### config.mk
export PLATFORM = sky130hd
export DESIGN_NAME = bmc_ctrl
export DESIGN_NICKNAME = d
export VERILOG_FILES = /design/src/hw/bmc_pkg.sv /design/src/hw/bmc_ctrl.sv
export SDC_FILE = /design/constraint.sdc
export NUM_CORES = 1
export LEC_CHECK = 0
export BUFFER_PORTS_ARGS = -buffer_cell sky130_fd_sc_hd__buf_2
export CAP_MARGIN = 20
export CORE_UTILIZATION = 59
export CTS_CLUSTER_SIZE = 30
export DETAILED_ROUTE_END_ITERATION = 6
export PLACE_DENSITY = 0.83
export RECOVER_POWER = 25
export SYNTH_ARGS = -nofsm -noshare
export SYNTH_HDL_FRONTEND = slang
export SYNTH_SLANG_ARGS = --single-unit
export TNS_END_PERCENT = 1
### constraint.sdc
create_clock -name sys_clk -period 3.45 [get_ports sys_clk]
set_input_delay 0.345 -clock sys_clk [delete_from_list [all_inputs] [get_ports sys_clk]]
set_output_delay 0.345 -clock sys_clk [all_outputs]
set_load 0.02 [all_outputs]
### src/hw/bmc_pkg.sv
// Purpose: constants and types for the buck modulation mode controller
// Assumes: 50 MHz system clock
// Notes:   lag times are typical figures, counted in system clock cycles
package bmc_pkg;

   localparam int unsigned CLK_HZ         = 50_000_000;
   localparam int unsigned LAG_LONG_US    = 1000;
   localparam int unsigned LAG_SHORT_US   = 100;
   localparam int unsigned LAG_LONG_CYC   = LAG_LONG_US * (CLK_HZ / 1_000_000);
   localparam int unsigned LAG_SHORT_CYC  = LAG_SHORT_US * (CLK_HZ / 1_000_000);
   localparam int unsigned LAG_W          = 16;

   localparam logic        AUTO_EN_RST    = 1'b0;
   localparam logic        WAKE_SEL_RST   = 1'b0;
   localparam logic        LAG_SEL_RST    = 1'b0;

   // host mode commands
   typedef enum logic [2:0] {
      BMC_CMD_NORMAL,
      BMC_CMD_STOP,
      BMC_CMD_SLEEP,
      BMC_CMD_FAILSAFE
   } bmc_cmd_t;

   typedef enum logic [2:0] {
      BMC_ST_NORMAL,
      BMC_ST_STOP,
      BMC_ST_SLEEP,
      BMC_ST_FAILSAFE,
      BMC_ST_RESTART
   } bmc_state_t;

endpackage

### src/hw/bmc_ctrl.sv
// Purpose: buck modulation and operating mode control
// Assumes: all inputs synchronous to sys_clk; commands are one-cycle strobes
// Notes:   analog regulation stays outside; this block only decides modes
`timescale 1ns/100ps
`default_nettype none

module bmc_ctrl
   import bmc_pkg::*;
#(
   parameter int unsigned LAG_LONG  = LAG_LONG_CYC,
   parameter int unsigned LAG_SHORT = LAG_SHORT_CYC
)(
   input  wire logic       sys_clk,
   input  wire logic       rst,
   input  wire logic       cmd_valid,
   input  wire bmc_cmd_t   cmd_code,
   input  wire logic       auto_pwm_enable,
   input  wire logic       wake_pin_modulation_select,
   input  wire logic       lag_time_select,
   input  wire logic       boost_enable,
   input  wire logic       wake_input_pin,
   input  wire logic       bus_wake,
   input  wire logic       auto_switch_current_threshold,
   input  wire logic       supply_below_boost_th,
   input  wire logic       buck_above_reset_th,
   input  wire logic       auto_switch_flag_clear,
   output logic            buck_enable,
   output logic            buck_pwm,
   output logic            boost_run,
   output logic            stop_current_limit,
   output logic            interrupt_out_n,
   output logic            reset_out_n,
   output logic            auto_switch_flag,
   output bmc_state_t      mode_state
);

   initial begin
      if (LAG_LONG < 1 || LAG_SHORT < 1 || LAG_LONG >= (1 << LAG_W) || LAG_SHORT >= (1 << LAG_W))
         $error("lag counts out of range");
   end

   bmc_state_t        state_r;
   bmc_state_t        state_nxt;
   logic [LAG_W-1:0]  lag_cnt_r;
   logic              lag_done_r;
   logic              promoted_r;
   logic              boost_cfg_r;
   logic              pwm_nxt;

   function automatic logic buck_on(input bmc_state_t s);
      buck_on = (s == BMC_ST_NORMAL) || (s == BMC_ST_STOP) || (s == BMC_ST_RESTART);
   endfunction

   wire stop_cmd  = cmd_valid && (cmd_code == BMC_CMD_STOP);
   wire auto_mode = auto_pwm_enable;
   wire wake_mode = wake_pin_modulation_select && !auto_pwm_enable;
   // lag ends on the cycle the count reaches zero, so PWM stands exactly the lag count
   wire lag_end   = lag_done_r || (lag_cnt_r == '0);
   // a Stop command in the same cycle restarts the lag, so it must not promote
   wire promote   = (state_r == BMC_ST_STOP) && auto_mode && lag_end && !stop_cmd
                    && auto_switch_current_threshold && !promoted_r;

   always_comb begin
      state_nxt = state_r;
      case (state_r)
         BMC_ST_NORMAL, BMC_ST_STOP: begin
            if (cmd_valid) begin
               case (cmd_code)
                  BMC_CMD_NORMAL:   state_nxt = BMC_ST_NORMAL;
                  BMC_CMD_STOP:     state_nxt = BMC_ST_STOP;
                  BMC_CMD_SLEEP:    state_nxt = BMC_ST_SLEEP;
                  BMC_CMD_FAILSAFE: state_nxt = BMC_ST_FAILSAFE;
                  default:          state_nxt = state_r;
               endcase
            end
         end
         BMC_ST_SLEEP, BMC_ST_FAILSAFE: begin
            if (wake_input_pin || bus_wake)
               state_nxt = BMC_ST_RESTART;
         end
         BMC_ST_RESTART: begin
            if (buck_above_reset_th)
               state_nxt = BMC_ST_NORMAL;
         end
         default: state_nxt = BMC_ST_RESTART;
      endcase
   end

   always_ff @(posedge sys_clk or posedge rst) begin
      if (rst)
         state_r <= BMC_ST_RESTART;
      else
         state_r <= state_nxt;
   end

   // lag counter restarts on every Stop command accepted in Normal or Stop, including a repeat
   always_ff @(posedge sys_clk or posedge rst) begin
      if (rst) begin
         lag_cnt_r  <= '0;
         lag_done_r <= 1'b0;
      end else if (state_nxt == BMC_ST_STOP && (stop_cmd || state_r != BMC_ST_STOP)) begin
         lag_cnt_r  <= lag_time_select ? LAG_W'(LAG_LONG - 1) : LAG_W'(LAG_SHORT - 1);
         lag_done_r <= 1'b0;
      end else if (state_r == BMC_ST_STOP && !lag_done_r) begin
         if (lag_cnt_r == '0)
            lag_done_r <= 1'b1;
         else
            lag_cnt_r <= lag_cnt_r - 1'b1;
      end
   end

   always_ff @(posedge sys_clk or posedge rst) begin
      if (rst)
         promoted_r <= 1'b0;
      else if (stop_cmd || state_r != BMC_ST_STOP)
         promoted_r <= 1'b0;
      else if (promote)
         promoted_r <= 1'b1;
   end

   // modulation choice; outside wake-pin mode PWM holds through lag so the PFM change takes effect after it
   always_comb begin
      case (state_nxt)
         BMC_ST_NORMAL, BMC_ST_RESTART: pwm_nxt = 1'b1;
         BMC_ST_STOP: begin
            if (stop_cmd || state_r != BMC_ST_STOP)
               pwm_nxt = buck_pwm && !(wake_mode && !wake_input_pin);
            else if (wake_mode)
               pwm_nxt = wake_input_pin;
            else if (promote || promoted_r)
               pwm_nxt = 1'b1;
            else if (!lag_end)
               pwm_nxt = buck_pwm;
            else
               pwm_nxt = 1'b0;
         end
         default: pwm_nxt = 1'b0;
      endcase
   end

   always_ff @(posedge sys_clk or posedge rst) begin
      if (rst) begin
         buck_pwm           <= 1'b0;
         buck_enable        <= 1'b0;
         stop_current_limit <= 1'b0;
      end else begin
         buck_pwm           <= pwm_nxt;
         buck_enable        <= buck_on(state_nxt);
         stop_current_limit <= (state_nxt == BMC_ST_STOP) && !pwm_nxt;
      end
   end

   // boost config remembered from Normal so Restart can bring it back
   always_ff @(posedge sys_clk or posedge rst) begin
      if (rst)
         boost_cfg_r <= 1'b0;
      else if (state_r == BMC_ST_NORMAL)
         boost_cfg_r <= boost_enable;
   end

   always_ff @(posedge sys_clk or posedge rst) begin
      if (rst)
         boost_run <= 1'b0;
      else if (state_nxt == BMC_ST_SLEEP || state_nxt == BMC_ST_FAILSAFE)
         boost_run <= 1'b0;
      else if (state_nxt == BMC_ST_RESTART)
         boost_run <= boost_cfg_r && supply_below_boost_th;
      else
         boost_run <= boost_enable && supply_below_boost_th;
   end

   // interrupt event: one-cycle low pulse
   always_ff @(posedge sys_clk or posedge rst) begin
      if (rst)
         interrupt_out_n <= 1'b1;
      else
         interrupt_out_n <= !promote;
   end

   // set wins over a simultaneous clear
   always_ff @(posedge sys_clk or posedge rst) begin
      if (rst)
         auto_switch_flag <= 1'b0;
      else if (promote)
         auto_switch_flag <= 1'b1;
      else if (auto_switch_flag_clear)
         auto_switch_flag <= 1'b0;
   end

   always_ff @(posedge sys_clk or posedge rst) begin
      if (rst)
         reset_out_n <= 1'b0;
      else
         reset_out_n <= (state_nxt == BMC_ST_NORMAL || state_nxt == BMC_ST_STOP);
   end

   always_ff @(posedge sys_clk or posedge rst) begin
      if (rst)
         mode_state <= BMC_ST_RESTART;
      else
         mode_state <= state_nxt;
   end

endmodule

`default_nettype wire

==> results of run 1 <==
## repair_timing
item                                    in CTS  in global routing
hold endpoints to repair                     0                  4
resized for setup                            0                  0
endpoints found under the setup margin       0                  0
hold buffers                                 0                  1
## sequential cells by signal, indices dropped and copies added, names as in the netlist
signal	count
lag_cnt_r	16
buck_pwm	1
stop_current_limit	1
boost_cfg_r	1
interrupt_out_n	1
auto_switch_flag	1
lag_done_r	1
reset_out_n	1
promoted_r	1
mode_state	3
boost_run	1
buck_enable	1
## cells by family (layout without fill, tap and decap cells)
| group | count (synthesis) | in the layout | share of synthesized area, % |
|---|---|---|---|
| xor gates and xnor gates | 11 | 11 | 6.21 |
| AOI/OAI and AO/OA | 28 | 28 | 11.8 |
| muxes | 2 | 2 | 1.45 |
| buffers and inverters | 10 | 40 | 2.82 |
| and+or+nand+nor | 71 | 71 | 29.1 |
| DFF | 29 | 29 | 47.0 |
| adders and majority gates | 2 | 2 | 1.61 |
## metal layers
layer  GRT usage (%)  part of all wire, %  up-vias
li1                -                    -      612
met5               0                    0        -
met3            8.05                  5.7        6
met2            42.9                   51       55
met4            10.5                  1.6        0
met1            30.5                   42      631
## how the worst max path moves through the flow
| stage | to | slack (ps) | cells past startpoint |
|---|---|---|---|
| 2_1_floorplan | auto_switch_flag | 1560 | 8 |
| 3_3_place_gp | auto_switch_flag | 1450 | 5 |
| 3_5_place_dp | auto_switch_flag | 1360 | 7 |
| 4_1_cts | auto_switch_flag | 1350 | 7 |
| 5_1_grt | lag_cnt_r[4] | 1240 | 4 |
| 6_report | auto_switch_flag | 1310 | 7 |
## area by class of cell
type	instances	area (µm²)
Clock buffer	7	65.1
Clock inverter	1	5.00
Fill cell	187	706
Inverter	5	18.8
Multi-Input combinational cell	114	778
Sequential cell	29	728
Tap cell	30	37.5
Timing Repair Buffer	27	139
## layout by cell type, fill, tap and decap left out, types with 2 or more instances in the layout
master,instances
a21oi_1,11
a22oi_1,2
buf_2,25
clkbuf_4,5
clkbuf_8,2
dfrtp_1,27
dfstp_2,2
ha_1,2
inv_1,5
mux2_2,2
nand2_1,10
nand2b_1,4
nand3_1,2
nand4_1,4
nor2_1,16
nor2b_1,5
nor3_1,4
nor4_1,4
o2111ai_1,2
o211ai_1,2
o21a_1,2
o21ai_0,2
o41ai_1,2
or3_1,2
or3b_2,2
or4_1,2
xnor2_1,7
xor2_1,4
## power by group through the flow
stage	sequential (mW)	combinational [mW]	clock, mW
4_1_cts	0.500	0.265	0.241
3_3_place_gp	0.502	0.254	0
6_report	0.502	0.267	0.242
2_1_floorplan	0.499	0.193	0
3_5_place_dp	0.507	0.263	0
5_1_grt	0.512	0.297	0.254
## worst max-delay path, cell delays in order, from the launching register on
cell and delay, ps:
dfrtp_1 390, inv_1 120, ha_1 170, nor4b_1 320, and4_1 420, nor2_2 70, or4b_4 530, o21ai_2 60
## through the flow
step	hold slack (ps)	instance area, µm²	worst slack (ps)	power (mW)	utilization, %
after global routing	169	1770	1240	1.06	71.5
after CTS	162	1760	1350	1.01	71.0
after floorplan	418	1550	1560	0.693	-
after detailed placement	498	1690	1360	0.769	68.1
after global placement	494	1690	1450	0.756	68.1
final	171	1770	1310	1.01	71.5
==> results.rst, run 1 <==
.. list-table::
   :header-rows: 1

   * - Metric
     - Value
   * - Post-synthesis average cell area
     - 10.1 µm²
   * - Crit path capture type
     - register
   * - Required time at the endpoint of the critical path
     - 3720 ps
   * - Residual antenna-violating net count after detailed routing
     - 0
   * - Combinational cell fraction of total power
     - 26.4%
   * - Share of cells above drive strength 1
     - 25.7%
   * - Portion of synthesized cell area occupied by the leading cell type
     - 43.6%
   * - Vias after detailed routing
     - 1304
   * - Antenna Cells
     - 0
   * - PD cells
     - 570 mW/mm²
   * - Fin nets
     - 200
   * - Number of instances on the worst hold path
     - 2
   * - Post-synthesis sequential area ratio
     - 47.0%
   * - Initial core utilization
     - 62.6%
   * - Min-Delay Path Class
     - in -> reg
   * - HPWL after detailed placement
     - 2.35 mm
   * - Horizontal extent of the die
     - 53.3 µm
   * - Area contributors post-synth
     - dfrtp_1 44%, xnor2_1 4.0%, nor2_1 3.9%, a21oi_1 3.6%, dfstp_2 3.4%
   * - Sinks on the clock net
     - 29
   * - Latest clock arrival within the worst-skew pair
     - 330 ps
   * - Vias in the first global route
     - 1200
   * - Type of the worst setup path
     - reg -> reg
   * - Final-report hold violation count
     - 0
   * - Height of the chip
     - 53.3 µm
   * - Switch share
     - 35.2%
   * - GRT overflow
     - 0
   * - Number of storage elements in the synthesis netlist
     - 29
   * - Non-filler instance count after layout
     - 213
   * - Highest fanout seen on the critical path
     - 7
   * - Most instantiated cells after synthesis
     - 27 x dfrtp_1, 16 x nor2_1, 11 x a21oi_1
   * - GRT Total Usage
     - 25.8%
   * - Worst setup path startpoint
     - lag_cnt_r[0]
   * - Arrival time of the worst setup path
     - 2410 ps
   * - Detailed Route WL
     - 3.27 mm
   * - Top cell type by total area after synthesis
     - dfrtp_1
   * - Switching power total
     - 355 µW
   * - Drt wl/cell
     - 15.4 µm
   * - TritonCTS clock tree
     - yes
   * - Antenna violations before repair
     - 0
   * - Placeable core region
     - 0.00248 mm²
   * - Dominant register cell in the synthesized netlist
     - dfrtp_1
   * - Ys async rst share
     - 100%
   * - Boundary pin count
     - 26
   * - Maximum ir drop on the vdd rail
     - 0.407 mV
   * - FMAX
     - 467 MHz
   * - Pint
     - 655 µW
   * - 1st-iter DRT viols
     - 55
   * - Count of pins over their slew limit
     - 0
   * - Unique masters post-synth
     - 50
   * - Setup violators final
     - 0
   * - Buffer cell driving the clock tree root
     - clkbuf_4
   * - Pin count of the biggest net entering global routing
     - 30
   * - Routability congestion estimate from global placement
     - 0.864
   * - I/O Buffers
     - 25
   * - Number of detailed-route iterations in the first pass
     - 4
   * - Worst max-slew margin expressed relative to the limit
     - 16.1%
   * - Count of max-cap constraint violations
     - 0
   * - Run status
     - completed
   * - Max Buffers Root-to-Sink
     - 2
   * - Synth Cell Area
     - 0.00155 mm²
   * - Source of the worst register-to-register timing path
     - lag_cnt_r[0]
   * - FP Rows
     - 18
   * - Vias per cell
     - 6.12
   * - Remaining design rule violation count
     - 0
   * - Clock transition at the register clock pins on the worst setup and hold paths after CTS
     - 100 ps
   * - Setup repair after global routing missed its margin
     - false
   * - Buffers inserted during post-CTS setup optimization
     - 0
   * - Power share of the clock group
     - 23.9%
   * - Period utilization
     - 62.1%
   * - Period minus WS final
     - 2140 ps
   * - Number of nets in the synthesized netlist
     - 171
   * - Slew at the pin closest to its max-slew limit
     - 1260 ps
   * - Number of standard cells after synthesis
     - 153
   * - Final TNS setup
     - 0 ps
   * - Part of the power in registers
     - 49.6%
   * - TritonCTS Buffers
     - 5
   * - Worst Skew
     - 8.94 ps
   * - Most common cell in the synthesized netlist
     - dfrtp_1
   * - FF-to-FF setup slack
     - 1310 ps
   * - Die Area
     - 0.00284 mm²
   * - Startpoint class of the critical path
     - register
   * - H-tree level count
     - 2
   * - Global-route wire length before repair
     - 5.18 mm
   * - Synthesis Warnings
     - 0
   * - Register-to-Register Path Depth
     - 7
   * - Static Leakage
     - 0.743 nW
   * - Number of flops mapped to enable cells by yosys
     - 0
   * - # placed instances
     - 203
   * - Hold path startpoint
     - auto_switch_flag_clear
   * - Area overhead of the layout relative to synthesis
     - 14.3%
   * - Reg-to-Reg End
     - auto_switch_flag
   * - Endpoint of the worst hold-timing path
     - auto_switch_flag
No activity file was read; power rests on OpenSTA's default activity.
==> run 2, diff against run 1 <==
--- a/config.mk
+++ b/config.mk
@@ -7,10 +7,10 @@
 export LEC_CHECK = 0
 export BUFFER_PORTS_ARGS = -buffer_cell sky130_fd_sc_hd__buf_2
 export CAP_MARGIN = 20
-export CORE_UTILIZATION = 59
+export CORE_UTILIZATION = 55
 export CTS_CLUSTER_SIZE = 30
 export DETAILED_ROUTE_END_ITERATION = 6
-export PLACE_DENSITY = 0.83
+export PLACE_DENSITY = 0.78
 export RECOVER_POWER = 25
 export SYNTH_ARGS = -nofsm -noshare
 export SYNTH_HDL_FRONTEND = slang
==> constraint.sdc (replaced) <==
create_clock -name sys_clk -period 2.1 [get_ports sys_clk]
set_input_delay 0.21 -clock sys_clk [delete_from_list [all_inputs] [get_ports sys_clk]]
set_output_delay 0.21 -clock sys_clk [all_outputs]
set_load 0.02 [all_outputs]
==> results.rst, run 2 (synthesis results as in run 1) <==
.. list-table::
   :header-rows: 1

   * - Metric
     - Value
   * - Maximum ir drop on the vdd rail
     - 0.790 mV
   * - Period minus WS final
     - 1940 ps
   * - Share of cells above drive strength 1
     - 27.1%
   * - Final TNS setup
     - 0 ps
   * - HPWL after detailed placement
     - 2.42 mm
   * - Static Leakage
     - 0.772 nW
   * - Leading cell type in the layout, fill and taps excluded
     - dfrtp_1
   * - PD cells
     - 953 mW/mm²
   * - FMAX
     - 514 MHz
   * - Initial core utilization
     - 60.4%
   * - Post-route worst hold slack
     - 43.0 ps
   * - Flip-flop count of the largest register after layout
     - 16
   * - Buffer cell driving the clock tree root
     - clkbuf_4
   * - Most frequent cells in the layout
     - 27 x dfrtp_1, 22 x buf_2, 16 x nor2_1
   * - TritonCTS clock tree
     - yes
   * - Sinks on the clock net
     - 29
   * - Global-route wire length before repair
     - 5.46 mm
   * - Antenna violations before repair
     - 0
   * - Run status
     - completed
   * - Startpoint class of the critical path
     - register
   * - Vias per cell
     - 5.96
   * - Arrival time of the worst setup path
     - 2200 ps
   * - Crit path capture type
     - register
   * - FP Rows
     - 18
   * - Detailed Route WL
     - 3.22 mm
   * - 1st-iter DRT viols
     - 23
   * - Type of the worst setup path
     - reg -> reg
   * - Worst Skew
     - 4.22 ps
   * - Largest register by flop count
     - lag_cnt_r
   * - Count of pins over their slew limit
     - 0
   * - Boundary pin count
     - 26
   * - Buffers inserted during post-CTS setup optimization
     - 0
   * - Number of detailed-route iterations in the first pass
     - 4
   * - Residual antenna-violating net count after detailed routing
     - 0
   * - Placeable core region
     - 0.00257 mm²
   * - Highest fanout seen on the critical path
     - 3
   * - Final-report hold violation count
     - 0
   * - GRT overflow
     - 0
   * - Worst max-slew margin expressed relative to the limit
     - 56.8%
   * - Share of the core filled with cells
     - 71.6%
   * - Setup violators final
     - 0
   * - Area overhead of the layout relative to synthesis
     - 18.6%
   * - Power, Total
     - 1.75 mW
   * - Max Buffers Root-to-Sink
     - 2
   * - Setup repair after global routing missed its margin
     - false
   * - Period utilization
     - 92.6%
   * - Min-Delay Path Class
     - in -> reg
   * - Height of the chip
     - 55.1 µm
   * - Remaining design rule violation count
     - 0
   * - Clock transition at the register clock pins on the worst setup and hold paths after CTS
     - 90 ps
   * - Fill cell instance count of the final layout
     - 209
   * - Pin count of the biggest net entering global routing
     - 19
   * - Die Area
     - 0.00303 mm²
   * - Routability congestion estimate from global placement
     - 0.914
   * - TritonCTS Buffers
     - 5
   * - # placed instances
     - 209
   * - Count of max-cap constraint violations
     - 0
   * - Antenna Cells
     - 0
   * - Latest clock arrival within the worst-skew pair
     - 320 ps
   * - I/O Buffers
     - 25
   * - Vias in the first global route
     - 1226
   * - Required time at the endpoint of the critical path
     - 2360 ps
   * - GRT Total Usage
     - 26.5%
   * - Drt wl/cell
     - 14.8 µm
   * - Horizontal extent of the die
     - 55.1 µm
   * - Vias after detailed routing
     - 1299
   * - Largest regs
     - lag_cnt_r: 16 flops, mode_state: 3 flops
   * - Fin nets
     - 205
   * - Non-filler instance count after layout
     - 218
   * - H-tree level count
     - 2
   * - Slew at the pin closest to its max-slew limit
     - 647 ps
-- run 2: cell count changes in the layout (fill, tap and decap cells not counted) --
cell,change
buf_4,+6
nor4b_2,+1
o41ai_2,+1
buf_2,-3
clkbuf_8,-1
clkbuf_1,+3
o41ai_1,-1
bufinv_16,+1
nor4b_1,-1
clkinv_2,-1
-- run 2: area by class of cell --
cell class / count / area (µm²) / share of cell area, %
multi-input cells: 114 / 792 / 43.1
clock buffers: 7 / 55.1 / 3.00
repair buffers: 32 / 176 / 9.60
well taps: 30 / 37.5 / 2.04
inverters: 5 / 18.8 / 1.02
flip-flops and latches: 29 / 728 / 39.6
clock inverters: 1 / 30.0 / 1.63
-- run 2: layer usage --
metal  global-route usage (%)  up-vias  part of all wire (%)
met5                        0        -                     0
met4                     14.2        0                   1.6
met3                     6.56        7                   4.5
met2                     39.8       45                    48
met1                     34.9      624                    46
li1                         -      623                     -
-- run 2: where the power goes --
| group | total (mW) | internal [mW] | switching, mW |
|---|---|---|---|
| clock network | 0.470 | 0.284 | 0.186 |
| logic | 0.461 | 0.211 | 0.250 |
| registers | 0.821 | 0.680 | 0.141 |
| total | 1.75 | 1.18 | 0.576 |
-- run 2: worst paths after layout --
kind	start	to	slack [ps]	cells past startpoint
worst min register to register	auto_switch_flag	auto_switch_flag	530	2
worst min-delay path	auto_switch_flag_clear	auto_switch_flag	40	2
min in group asynchronous	rst	boost_run	510	3
max in group asynchronous	rst	lag_cnt_r[6]	980	4
worst max-delay path	lag_cnt_r[0]	auto_switch_flag	160	7
worst max register to register	lag_cnt_r[0]	auto_switch_flag	160	7
-- run 2: worst max-delay path: stages (launching register included) --
cell	delay [ps]
dfrtp_1	400
inv_1	120
ha_1	190
nor4b_2	240
and4_1	290
nor2_2	60
or4b_4	530
o21ai_2	60
-- run 2: repair_timing --
item,CTS,global route
resized for setup,0,2
endpoints found under the hold margin,15,0
hold buffers,1,0
setup endpoints to repair,0,5
-- run 2: through the flow --
step	setup slack, ps	instance area [µm²]
final	155	1840
after global routing	24.9	1840
after CTS	43.3	1830
after detailed placement	80.2	1730
after global placement	196	1730
after floorplan	206	1550
